$ cat config.mk
export PLATFORM = sky130hd
export DESIGN_NAME = tapc_core
export DESIGN_NICKNAME = d
export VERILOG_FILES = /design/src/hdl/tapc_sync2.v /design/src/hdl/tapc_core.v
export VERILOG_INCLUDE_DIRS = /design/src /design/src/shared
export SDC_FILE = /design/constraint.sdc
export NUM_CORES = 1
export LEC_CHECK = 0
export BUFFER_PORTS_ARGS = -buffer_cell sky130_fd_sc_hd__buf_2
export CAP_MARGIN = 20
export CORE_ASPECT_RATIO = 1.1
export CORE_MARGIN = 2
export CORE_UTILIZATION = 62
export CTS_CLUSTER_DIAMETER = 80
export CTS_CLUSTER_SIZE = 40
export DETAILED_ROUTE_END_ITERATION = 6
export PLACE_DENSITY = 0.85
export SYNTH_ARGS = -nofsm -noshare
export SYNTH_HDL_FRONTEND = slang
export SYNTH_SLANG_ARGS = --single-unit
export TNS_END_PERCENT = 20
$ cat constraint.sdc
create_clock -name core_clk -period 3.8 [get_ports core_clk]
set_input_delay 0.38 -clock core_clk [delete_from_list [all_inputs] [get_ports core_clk]]
set_output_delay 0.38 -clock core_clk [all_outputs]
set_load 0.05 [all_outputs]
$ cat src/shared/tapc_defines.vh
// Register map, reset values and timing counts of the system control block
`ifndef TAPC_DEFINES_VH
`define TAPC_DEFINES_VH
// ****************************************
// Register offsets
// ****************************************
`define TAPC_OFS_POWER_CONTROL 8'h87
`define TAPC_OFS_SYSTEM_CLOCK_SOURCE 8'h8F
`define TAPC_OFS_WAKE_MASK 8'h9F
`define TAPC_OFS_POWER_MODE_DIV 8'hC4
`define TAPC_OFS_ACTIVITY_STATUS 8'hC5
`define TAPC_OFS_SINGLE_UNLOCK 8'hC7
`define TAPC_OFS_WINDOW_UNLOCK 8'hC9
`define TAPC_OFS_WATCHDOG_CFG 8'hD8
`define TAPC_OFS_MEMORY_CFG 8'hC6
`define TAPC_OFS_ACCESS_CFG 8'h9D
`define TAPC_XFR_TRIM_BASE 16'hA000
// ****************************************
// Unlock key values
// ****************************************
`define TAPC_KEY_FIRST 8'hAA
`define TAPC_KEY_SECOND 8'h55
`define TAPC_KEY_CLOSE 8'h00
// ****************************************
// Field positions
// ****************************************
`define TAPC_PC_SMOD0 7
`define TAPC_PC_SLEEP 2
`define TAPC_PC_STOP 1
`define TAPC_PC_IDLE 0
`define TAPC_PM_DIV_HI 7
`define TAPC_PM_DIV_LO 6
`define TAPC_PM_SWB 5
`define TAPC_ST_HIGH_PRIO 6
`define TAPC_ST_LOW_PRIO 5
`define TAPC_ST_TX_ACTIVE 1
`define TAPC_ST_RX_ACTIVE 0
`define TAPC_CK_DELAY_MSB 7
`define TAPC_CK_DELAY_LSB 5
`define TAPC_CK_SRC_MSB 1
`define TAPC_CK_SRC_LSB 0
// ****************************************
// Reset values
// ****************************************
`define TAPC_RST_POWER_CONTROL 8'h00
`define TAPC_RST_SYSTEM_CLOCK_SOURCE 8'hC0
`define TAPC_RST_WAKE_MASK 8'hFF
`define TAPC_RST_POWER_MODE_DIV 8'h40
// ****************************************
// Timing counts
// ****************************************
`define TAPC_WINDOW_CYCLES 9'h100
`define TAPC_PMM_DIVIDE 9'h101
`define TAPC_SETTLE_TICKS 7'h40
`define TAPC_DELAY_BASE 14'h0080
`endif

$ cat src/hdl/tapc_sync2.v
// Two flip-flop synchroniser for a group of asynchronous levels
module tapc_sync2 #(
  parameter WIDTH = 8
) (
  // Clock and reset
  input wire core_clk,
  input wire rst_n,
  // Levels
  input wire [WIDTH-1:0] async_in,
  output reg [WIDTH-1:0] sync_out
);
  reg [WIDTH-1:0] meta_r;

  always @(posedge core_clk or negedge rst_n)
  begin
    if (!rst_n)
    begin
      meta_r <= {WIDTH{1'b0}};
      sync_out <= {WIDTH{1'b0}};
    end
    else
    begin
      meta_r <= async_in;
      sync_out <= meta_r;
    end
  end
endmodule // tapc_sync2

$ cat src/hdl/tapc_core.v
// Timed-access protection, power modes and clock selection of the MCU core
`include "tapc_defines.vh"
module tapc_core (
  // Clock and reset
  input wire core_clk,
  input wire rst_n,
  // Special-function register port
  input wire [7:0] sfr_addr,
  input wire [7:0] sfr_wdata,
  input wire sfr_wr,
  input wire sfr_rd,
  output reg [7:0] sfr_rdata,
  // Extended register write gate
  input wire [15:0] xfr_addr,
  input wire xfr_wr,
  output wire xfr_wr_allow,
  // Write enables of protected registers held elsewhere
  output wire watchdog_cfg_wr,
  output wire memory_cfg_wr,
  output wire access_config_wr,
  // Wake and switchback sources
  input wire [7:0] wake_irq,
  input wire irq_wake_req,
  input wire ext_irq_taken,
  input wire uart0_rx_start,
  input wire uart0_tx_load,
  input wire internal_fast_oscillator_tick,
  // Activity sources
  input wire high_prio_active,
  input wire low_prio_active,
  input wire uart0_tx_active,
  input wire uart0_rx_active,
  // Clock and power controls
  output reg cpu_clk_en,
  output reg periph_clk_en,
  output reg bandgap_en,
  output reg regulator_en,
  output reg [1:0] clock_source_field,
  output reg uart0_double_baud
);
  // ****************************************
  // State codes
  // ****************************************
  localparam ST_RUN = 6'b000001;
  localparam ST_IDLE = 6'b000010;
  localparam ST_STOP = 6'b000100;
  localparam ST_SLEEP = 6'b001000;
  localparam ST_SETTLE = 6'b010000;
  localparam ST_DELAY = 6'b100000;

  // ****************************************
  // Declarations
  // ****************************************
  reg [5:0] state_r;
  reg [5:0] state_nxt;
  reg single_armed_r;
  reg single_unlock_state_r;
  reg window_armed_r;
  reg [8:0] window_cnt_r;
  reg [7:0] power_control_r;
  reg [7:0] power_mode_divider_r;
  reg [7:0] system_clock_source_select_r;
  reg [7:0] wake_source_mask_r;
  reg [7:0] activity_status_r;
  reg [7:0] wake_prev_r;
  reg [8:0] pmm_cnt_r;
  reg [13:0] wait_cnt_r;
  reg [13:0] wait_cnt_nxt;
  reg [13:0] delay_ticks;
  reg wake_done;
  wire [7:0] wake_sync;
  wire [7:0] wake_edge;
  wire stop_wake;
  wire window_open_state;
  wire wr_single;
  wire wr_window;
  wire acc_single;
  wire single_prot_hit;
  wire xfr_prot_hit;
  wire switchback;
  wire reduced_speed_mode;
  wire [2:0] wake_delay_field;

  // ****************************************
  // Wake line synchronisation
  // ****************************************
  tapc_sync2 #(
    .WIDTH(8)
  ) u_wake_sync (
    .core_clk(core_clk),
    .rst_n(rst_n),
    .async_in(wake_irq),
    .sync_out(wake_sync)
  );

  assign wake_edge = wake_sync & ~wake_prev_r & wake_source_mask_r;
  assign stop_wake = |wake_edge;

  // ****************************************
  // Access decode
  // ****************************************
  assign wr_single = sfr_wr && (sfr_addr == `TAPC_OFS_SINGLE_UNLOCK);
  assign wr_window = sfr_wr && (sfr_addr == `TAPC_OFS_WINDOW_UNLOCK);
  assign acc_single = (sfr_wr || sfr_rd) && (sfr_addr == `TAPC_OFS_SINGLE_UNLOCK);
  assign single_prot_hit = sfr_wr && ((sfr_addr == `TAPC_OFS_WATCHDOG_CFG) ||
    (sfr_addr == `TAPC_OFS_MEMORY_CFG) || (sfr_addr == `TAPC_OFS_ACCESS_CFG));
  assign window_open_state = (window_cnt_r != 9'h000);
  assign xfr_prot_hit = (xfr_addr == `TAPC_XFR_TRIM_BASE) ||
    (xfr_addr == 16'hA001) || (xfr_addr == 16'hA002) || (xfr_addr == 16'hA007) ||
    (xfr_addr == 16'hA010) || (xfr_addr == 16'hA011) || (xfr_addr == 16'hA013) ||
    (xfr_addr == 16'hA014) || (xfr_addr == 16'hA025) || (xfr_addr == 16'hA026) ||
    (xfr_addr == 16'hA0E1) || (xfr_addr == 16'hA0EF);
  assign xfr_wr_allow = xfr_wr && (!xfr_prot_hit || window_open_state);

  // Protected single-unlock writes pass only while permitted
  assign watchdog_cfg_wr = sfr_wr && (sfr_addr == `TAPC_OFS_WATCHDOG_CFG) &&
    single_unlock_state_r;
  assign memory_cfg_wr = sfr_wr && (sfr_addr == `TAPC_OFS_MEMORY_CFG) &&
    single_unlock_state_r;
  assign access_config_wr = sfr_wr && (sfr_addr == `TAPC_OFS_ACCESS_CFG) &&
    single_unlock_state_r;

  // ****************************************
  // Single-write unlock
  // ****************************************
  always @(posedge core_clk or negedge rst_n)
  begin
    if (!rst_n)
    begin
      single_armed_r <= 1'b0;
      single_unlock_state_r <= 1'b0;
    end
    else if (acc_single)
    begin
      single_armed_r <= wr_single && (sfr_wdata == `TAPC_KEY_FIRST);
      single_unlock_state_r <= wr_single && single_armed_r &&
        (sfr_wdata == `TAPC_KEY_SECOND);
    end
    else if (single_prot_hit)
    begin
      single_unlock_state_r <= 1'b0;
    end
  end

  // ****************************************
  // Timed window unlock
  // ****************************************
  always @(posedge core_clk or negedge rst_n)
  begin
    if (!rst_n)
    begin
      window_armed_r <= 1'b0;
      window_cnt_r <= 9'h000;
    end
    else if (wr_window)
    begin
      window_armed_r <= (sfr_wdata == `TAPC_KEY_FIRST);
      if (sfr_wdata == `TAPC_KEY_CLOSE)
        window_cnt_r <= 9'h000;
      else if (window_armed_r && (sfr_wdata == `TAPC_KEY_SECOND))
        window_cnt_r <= `TAPC_WINDOW_CYCLES;
      else if (window_open_state)
        window_cnt_r <= window_cnt_r - 9'h001;
    end
    else if (window_open_state)
    begin
      window_cnt_r <= window_cnt_r - 9'h001;
    end
  end

  // ****************************************
  // Software registers
  // ****************************************
  assign reduced_speed_mode = power_mode_divider_r[`TAPC_PM_DIV_HI] &&
    power_mode_divider_r[`TAPC_PM_DIV_LO];
  assign switchback = power_mode_divider_r[`TAPC_PM_SWB] && reduced_speed_mode &&
    (ext_irq_taken || uart0_rx_start || uart0_tx_load);
  assign wake_delay_field = system_clock_source_select_r[`TAPC_CK_DELAY_MSB:`TAPC_CK_DELAY_LSB];

  always @(posedge core_clk or negedge rst_n)
  begin
    if (!rst_n)
    begin
      power_control_r <= `TAPC_RST_POWER_CONTROL;
      power_mode_divider_r <= `TAPC_RST_POWER_MODE_DIV;
      system_clock_source_select_r <= `TAPC_RST_SYSTEM_CLOCK_SOURCE;
      wake_source_mask_r <= `TAPC_RST_WAKE_MASK;
      activity_status_r <= 8'h00;
      wake_prev_r <= 8'h00;
    end
    else
    begin
      wake_prev_r <= wake_sync;
      activity_status_r <= 8'h00;
      activity_status_r[`TAPC_ST_HIGH_PRIO] <= high_prio_active;
      activity_status_r[`TAPC_ST_LOW_PRIO] <= low_prio_active;
      activity_status_r[`TAPC_ST_TX_ACTIVE] <= uart0_tx_active;
      activity_status_r[`TAPC_ST_RX_ACTIVE] <= uart0_rx_active;
      if (sfr_wr && (sfr_addr == `TAPC_OFS_POWER_CONTROL) && (state_r == ST_RUN))
        power_control_r <= {sfr_wdata[7], 4'h0, sfr_wdata[2:0]};
      else if (wake_done)
        power_control_r <= power_control_r & 8'h80;
      if (switchback)
        power_mode_divider_r <= {2'b01, power_mode_divider_r[5], 5'h00};
      else if (sfr_wr && (sfr_addr == `TAPC_OFS_POWER_MODE_DIV))
        power_mode_divider_r <= {sfr_wdata[7:5], 5'h00};
      if (sfr_wr && (sfr_addr == `TAPC_OFS_SYSTEM_CLOCK_SOURCE) && window_open_state)
        system_clock_source_select_r <= {sfr_wdata[7:5], 3'h0, sfr_wdata[1:0]};
      if (sfr_wr && (sfr_addr == `TAPC_OFS_WAKE_MASK) && window_open_state)
        wake_source_mask_r <= sfr_wdata;
    end
  end

  // ****************************************
  // Register read port
  // ****************************************
  always @(posedge core_clk or negedge rst_n)
  begin
    if (!rst_n)
      sfr_rdata <= 8'h00;
    else if (sfr_rd)
    begin
      case (sfr_addr)
        `TAPC_OFS_POWER_CONTROL: sfr_rdata <= power_control_r;
        `TAPC_OFS_SYSTEM_CLOCK_SOURCE: sfr_rdata <= system_clock_source_select_r;
        `TAPC_OFS_WAKE_MASK: sfr_rdata <= wake_source_mask_r;
        `TAPC_OFS_POWER_MODE_DIV: sfr_rdata <= power_mode_divider_r;
        `TAPC_OFS_ACTIVITY_STATUS: sfr_rdata <= activity_status_r;
        `TAPC_OFS_SINGLE_UNLOCK: sfr_rdata <= {7'h00, single_unlock_state_r};
        `TAPC_OFS_WINDOW_UNLOCK: sfr_rdata <= {7'h00, window_open_state};
        default: sfr_rdata <= 8'h00;
      endcase
    end
  end

  // ****************************************
  // Wake delay decode
  // ****************************************
  always @*
  begin
    delay_ticks = 14'h0000;
    if (wake_delay_field != 3'b000)
      delay_ticks = `TAPC_DELAY_BASE << (wake_delay_field - 3'b001);
  end

  // ****************************************
  // Power mode sequencer
  // ****************************************
  // Permissions are untouched by mode changes: the window keeps counting down and a single grant lasts until used or the unlock register is next accessed
  always @*
  begin
    state_nxt = state_r;
    wait_cnt_nxt = wait_cnt_r;
    wake_done = 1'b0;
    case (state_r)
      ST_RUN:
      begin
        if (power_control_r[`TAPC_PC_STOP] && power_control_r[`TAPC_PC_SLEEP])
          state_nxt = ST_SLEEP;
        else if (power_control_r[`TAPC_PC_STOP])
          state_nxt = ST_STOP;
        else if (power_control_r[`TAPC_PC_IDLE])
          state_nxt = ST_IDLE;
      end
      ST_IDLE:
      begin
        if (irq_wake_req || stop_wake)
        begin
          state_nxt = ST_RUN;
          wake_done = 1'b1;
        end
      end
      ST_STOP:
      begin
        if (stop_wake)
        begin
          state_nxt = ST_RUN;
          wake_done = 1'b1;
        end
      end
      ST_SLEEP:
      begin
        if (stop_wake)
        begin
          state_nxt = ST_SETTLE;
          wait_cnt_nxt = {7'h00, `TAPC_SETTLE_TICKS};
        end
      end
      ST_SETTLE:
      begin
        if (internal_fast_oscillator_tick)
          wait_cnt_nxt = wait_cnt_r - 14'h0001;
        if (internal_fast_oscillator_tick && (wait_cnt_r == 14'h0001))
        begin
          state_nxt = ST_DELAY;
          wait_cnt_nxt = delay_ticks;
        end
      end
      ST_DELAY:
      begin
        if (wait_cnt_r == 14'h0000)
        begin
          state_nxt = ST_RUN;
          wake_done = 1'b1;
        end
        else if (internal_fast_oscillator_tick)
          wait_cnt_nxt = wait_cnt_r - 14'h0001;
      end
      default:
      begin
        state_nxt = ST_RUN;
      end
    endcase
  end

  always @(posedge core_clk or negedge rst_n)
  begin
    if (!rst_n)
    begin
      state_r <= ST_RUN;
      wait_cnt_r <= 14'h0000;
    end
    else
    begin
      state_r <= state_nxt;
      wait_cnt_r <= wait_cnt_nxt;
    end
  end

  // ****************************************
  // Reduced-speed divider
  // ****************************************
  always @(posedge core_clk or negedge rst_n)
  begin
    if (!rst_n)
      pmm_cnt_r <= 9'h000;
    else if (!reduced_speed_mode || (pmm_cnt_r == `TAPC_PMM_DIVIDE - 9'h001))
      pmm_cnt_r <= 9'h000;
    else
      pmm_cnt_r <= pmm_cnt_r + 9'h001;
  end

  // ****************************************
  // Clock and power outputs
  // ****************************************
  always @(posedge core_clk or negedge rst_n)
  begin
    if (!rst_n)
    begin
      cpu_clk_en <= 1'b0;
      periph_clk_en <= 1'b0;
      bandgap_en <= 1'b1;
      regulator_en <= 1'b1;
      clock_source_field <= 2'b00;
      uart0_double_baud <= 1'b0;
    end
    else
    begin
      cpu_clk_en <= (state_nxt == ST_RUN) &&
        (!reduced_speed_mode || (pmm_cnt_r == 9'h000));
      periph_clk_en <= (state_nxt == ST_RUN) || (state_nxt == ST_IDLE);
      bandgap_en <= (state_nxt != ST_SLEEP);
      regulator_en <= (state_nxt != ST_SLEEP) && (state_nxt != ST_SETTLE);
      clock_source_field <= system_clock_source_select_r[`TAPC_CK_SRC_MSB:`TAPC_CK_SRC_LSB];
      uart0_double_baud <= power_control_r[`TAPC_PC_SMOD0];
    end
  end
endmodule // tapc_core

==> results.cfg <==
[outcome]
status = finished clean

[timing]
slew_headroom = 0.305
worst_pin_slew_ps = 1030
rsz0062_at_grt = false
finalCritPeriodShare = 0.686
finClkSkew_ps = 13.3
setup-violations-final = 0
finalHoldViolCount = 0
period_needed_ps = 2610
final_max_slew_viol_count = 0
clock.fmax_ghz = 0.384
setup_tns_ps = 0

[pwr]
p_per_area_mw_per_mm2 = 383
combPwrFrac = 0.134
p_sw_frac = 0.295
p_total_mw = 2.19
netSwitchingPower_mw = 0.646
leakage_nw = 2.48
pwr-share-seq = 0.563
p_int_mw = 1.54
peakVddDrop_mv = 0.354
clockPowerShare = 0.304

[floorplanning]
dieArea_mm2 = 0.00891
die_w_um = 90.2
num_rows = 34
die_h_um = 98.8
io_pins = 73
core-area_mm2 = 0.00791
floorplan.initialDensity = 0.640

[grt]
grt_pass1_vias = 4111
grt_use_total = 0.268
grt_max_degree = 41
antenna_found_initial = 0
grt_pass1_wl_mm = 19.1
grt.overflow.total = 0

[layout]
layout.cells.non_filler = 679
fin_nets = 626
n_antenna_cell = 0
drive_gt1_frac = 0.236
area_delta_synth_final_pct = 12.7
finalInstanceArea_mm2 = 0.00571

[yosys]
netlist_instances = 494
synth-edff-count = 0
synth_most_common_cell = dfrtp_1
yosysTopAreaCell = dfrtp_1
synth_nets = 554
async_flop_share = 1.00
ys_ff_latch = 104
synthTopCellsByArea = dfrtp_1 (44%), dfstp_2 (7.3%), nand2_1 (4.0%)
syn_avg_cell_area_um2 = 10.3
yosysTopAreaCellShare = 0.445
ys.flop_type = dfrtp_1
syn_area_mm2 = 0.00507
synth_seq_area_share = 0.517
ys_types = 69
netlist_top_cells_count = dfrtp_1 (90), nand2_1 (54), nor2_1 (35)
synth_warnings = 0

[place]
dp.cells = 662
placed_cell_area_mm2 = 0.00552
dp_hpwl_mm = 8.44
place_congestion = 0.947
io_buffers = 72

[drt]
dr.pass1.iters = 6
detail-route-antenna-nets = 0
wirelength_mm = 11.5
avgViaCountPerCell = 6.23
via_count = 4228
wl_per_cell_um = 16.9
drc = 0
drtIter0Drc = 424

[clock_network]
clk_path_buf_depth = 2
cts_setup_buffers = 0
cts_tree = done
cts.sinks = 104
htree_levels = 3
path_clk_slew_ps = 110
cts_made_buffers = 9
cts_resized = 0
clock-root-buffer = clkbuf_8
insertion_delay_ps = 380
holdBufCountCts = 1

[job]
max-cap-violations = 0

[critical_path]
cp_max_fo = 18
startpoint = state_r[3]
timing.rr.end = wait_cnt_r[8]
end_kind = flip-flop
reg2reg_from = state_r[3]
crit_slowest_cell = or4_4
crit_path_cell_trace = or4_4 > or3b_1 > o21ai_4 > nor2_1 > a221o_1
crit_path_start_kind = flip-flop
cp_data_required_time_ps = 4060
reg2regPathDepth = 5
crit_path_end = wait_cnt_r[8]
rrSetupSlack_ps = 1190
critPathKind = flip-flop to flip-flop
arrival_ps = 2870
cpPeakStageDelay_ps = 570

[hold_path]
hold_path_class = primary input to flip-flop
[routing by layer]
metal  up-vias  track usage  wire, um
li1       1975            -         -
met1      2036        0.356      4720
met2       190        0.442      5740
met3        27       0.0528       796
met4         0        0.104       226
met5         -            0         0
[cells by family after synthesis]
| kind of cell | count (synthesis) | synth area share |
|---|---|---|
| muxes | 17 | 0.0378 |
| and+or+nand+nor | 200 | 0.212 |
| adders and majority gates | 6 | 0.0148 |
| buffers and inverters | 38 | 0.0316 |
| xor gates and xnor gates | 13 | 0.0225 |
| DFF | 104 | 0.517 |
| AOI/OAI and AO/OA | 116 | 0.164 |
[area by class of cell]
| type | count | area (um2) |
|---|---|---|
| Timing Repair Buffer | 77 | 403 |
| Inverter | 22 | 82.6 |
| Sequential cell | 104 | 2620 |
| Tap cell | 108 | 135 |
| Clock buffer | 9 | 124 |
| Fill cell | 585 | 2200 |
| Clock inverter | 7 | 61.3 |
| Multi-Input combinational cell | 352 | 2290 |
[sequential cells by signal, summed over array words and instances (netlist names), 5 cells and up]
name,count
wait_cnt_r,14
pmm_cnt_r,9
window_cnt_r,9
sfr_rdata,8
u_wake_sync.meta_r,8
u_wake_sync.sync_out,8
wake_prev_r,8
wake_source_mask_r,8
state_r,6
system_clock_source_select_r,5
[critical path, delay by kind of cell, from the launching register on]
kind	cells	cell delay, ps
compound gates	2	800
simple gates	3	1190
flops	1	510
[layout by cell type (no fill, tap or decap), types with 15 or more instances in the layout]
cell type	n
nand3_1	18
inv_1	22
o21ai_0	20
nor2_1	35
nor3_1	15
o22ai_1	15
buf_2	71
dfrtp_1	90
nand2_1	54
mux2_2	17
[stage by stage]
stage / setup WS, ps / hold WS [ps] / utilization
floorplan: 1180 / 84.4 / -
global placement: 1280 / 315 / 0.697
detailed placement: 1240 / 326 / 0.697
CTS: 1220 / 85.5 / 0.722
global route: 1000 / 81.5 / 0.722
finish: 1190 / 99.2 / 0.722
[how the worst min path moves through the flow]
stage	startpoint	endpoint	depth (start not counted)
2_1_floorplan	rst_n	activity_status_r[0]	0
5_1_grt	wake_irq[3]	u_wake_sync.meta_r[3]	1
3_3_place_gp	rst_n	window_cnt_r[3]	1
6_report	high_prio_active	activity_status_r[6]	1
4_1_cts	high_prio_active	activity_status_r[6]	1
3_5_place_dp	rst_n	window_cnt_r[3]	1
[power by group through the flow]
stage / Sequential (mW) / Combinational (mW) / Clock, mW
CTS: 1.23 / 0.293 / 0.674
floorplan: 1.27 / 0.154 / 0
global route: 1.24 / 0.320 / 0.723
finish: 1.23 / 0.292 / 0.664
detailed placement: 1.25 / 0.292 / 0
global placement: 1.24 / 0.283 / 0
Power figures use the tool's default switching activity.
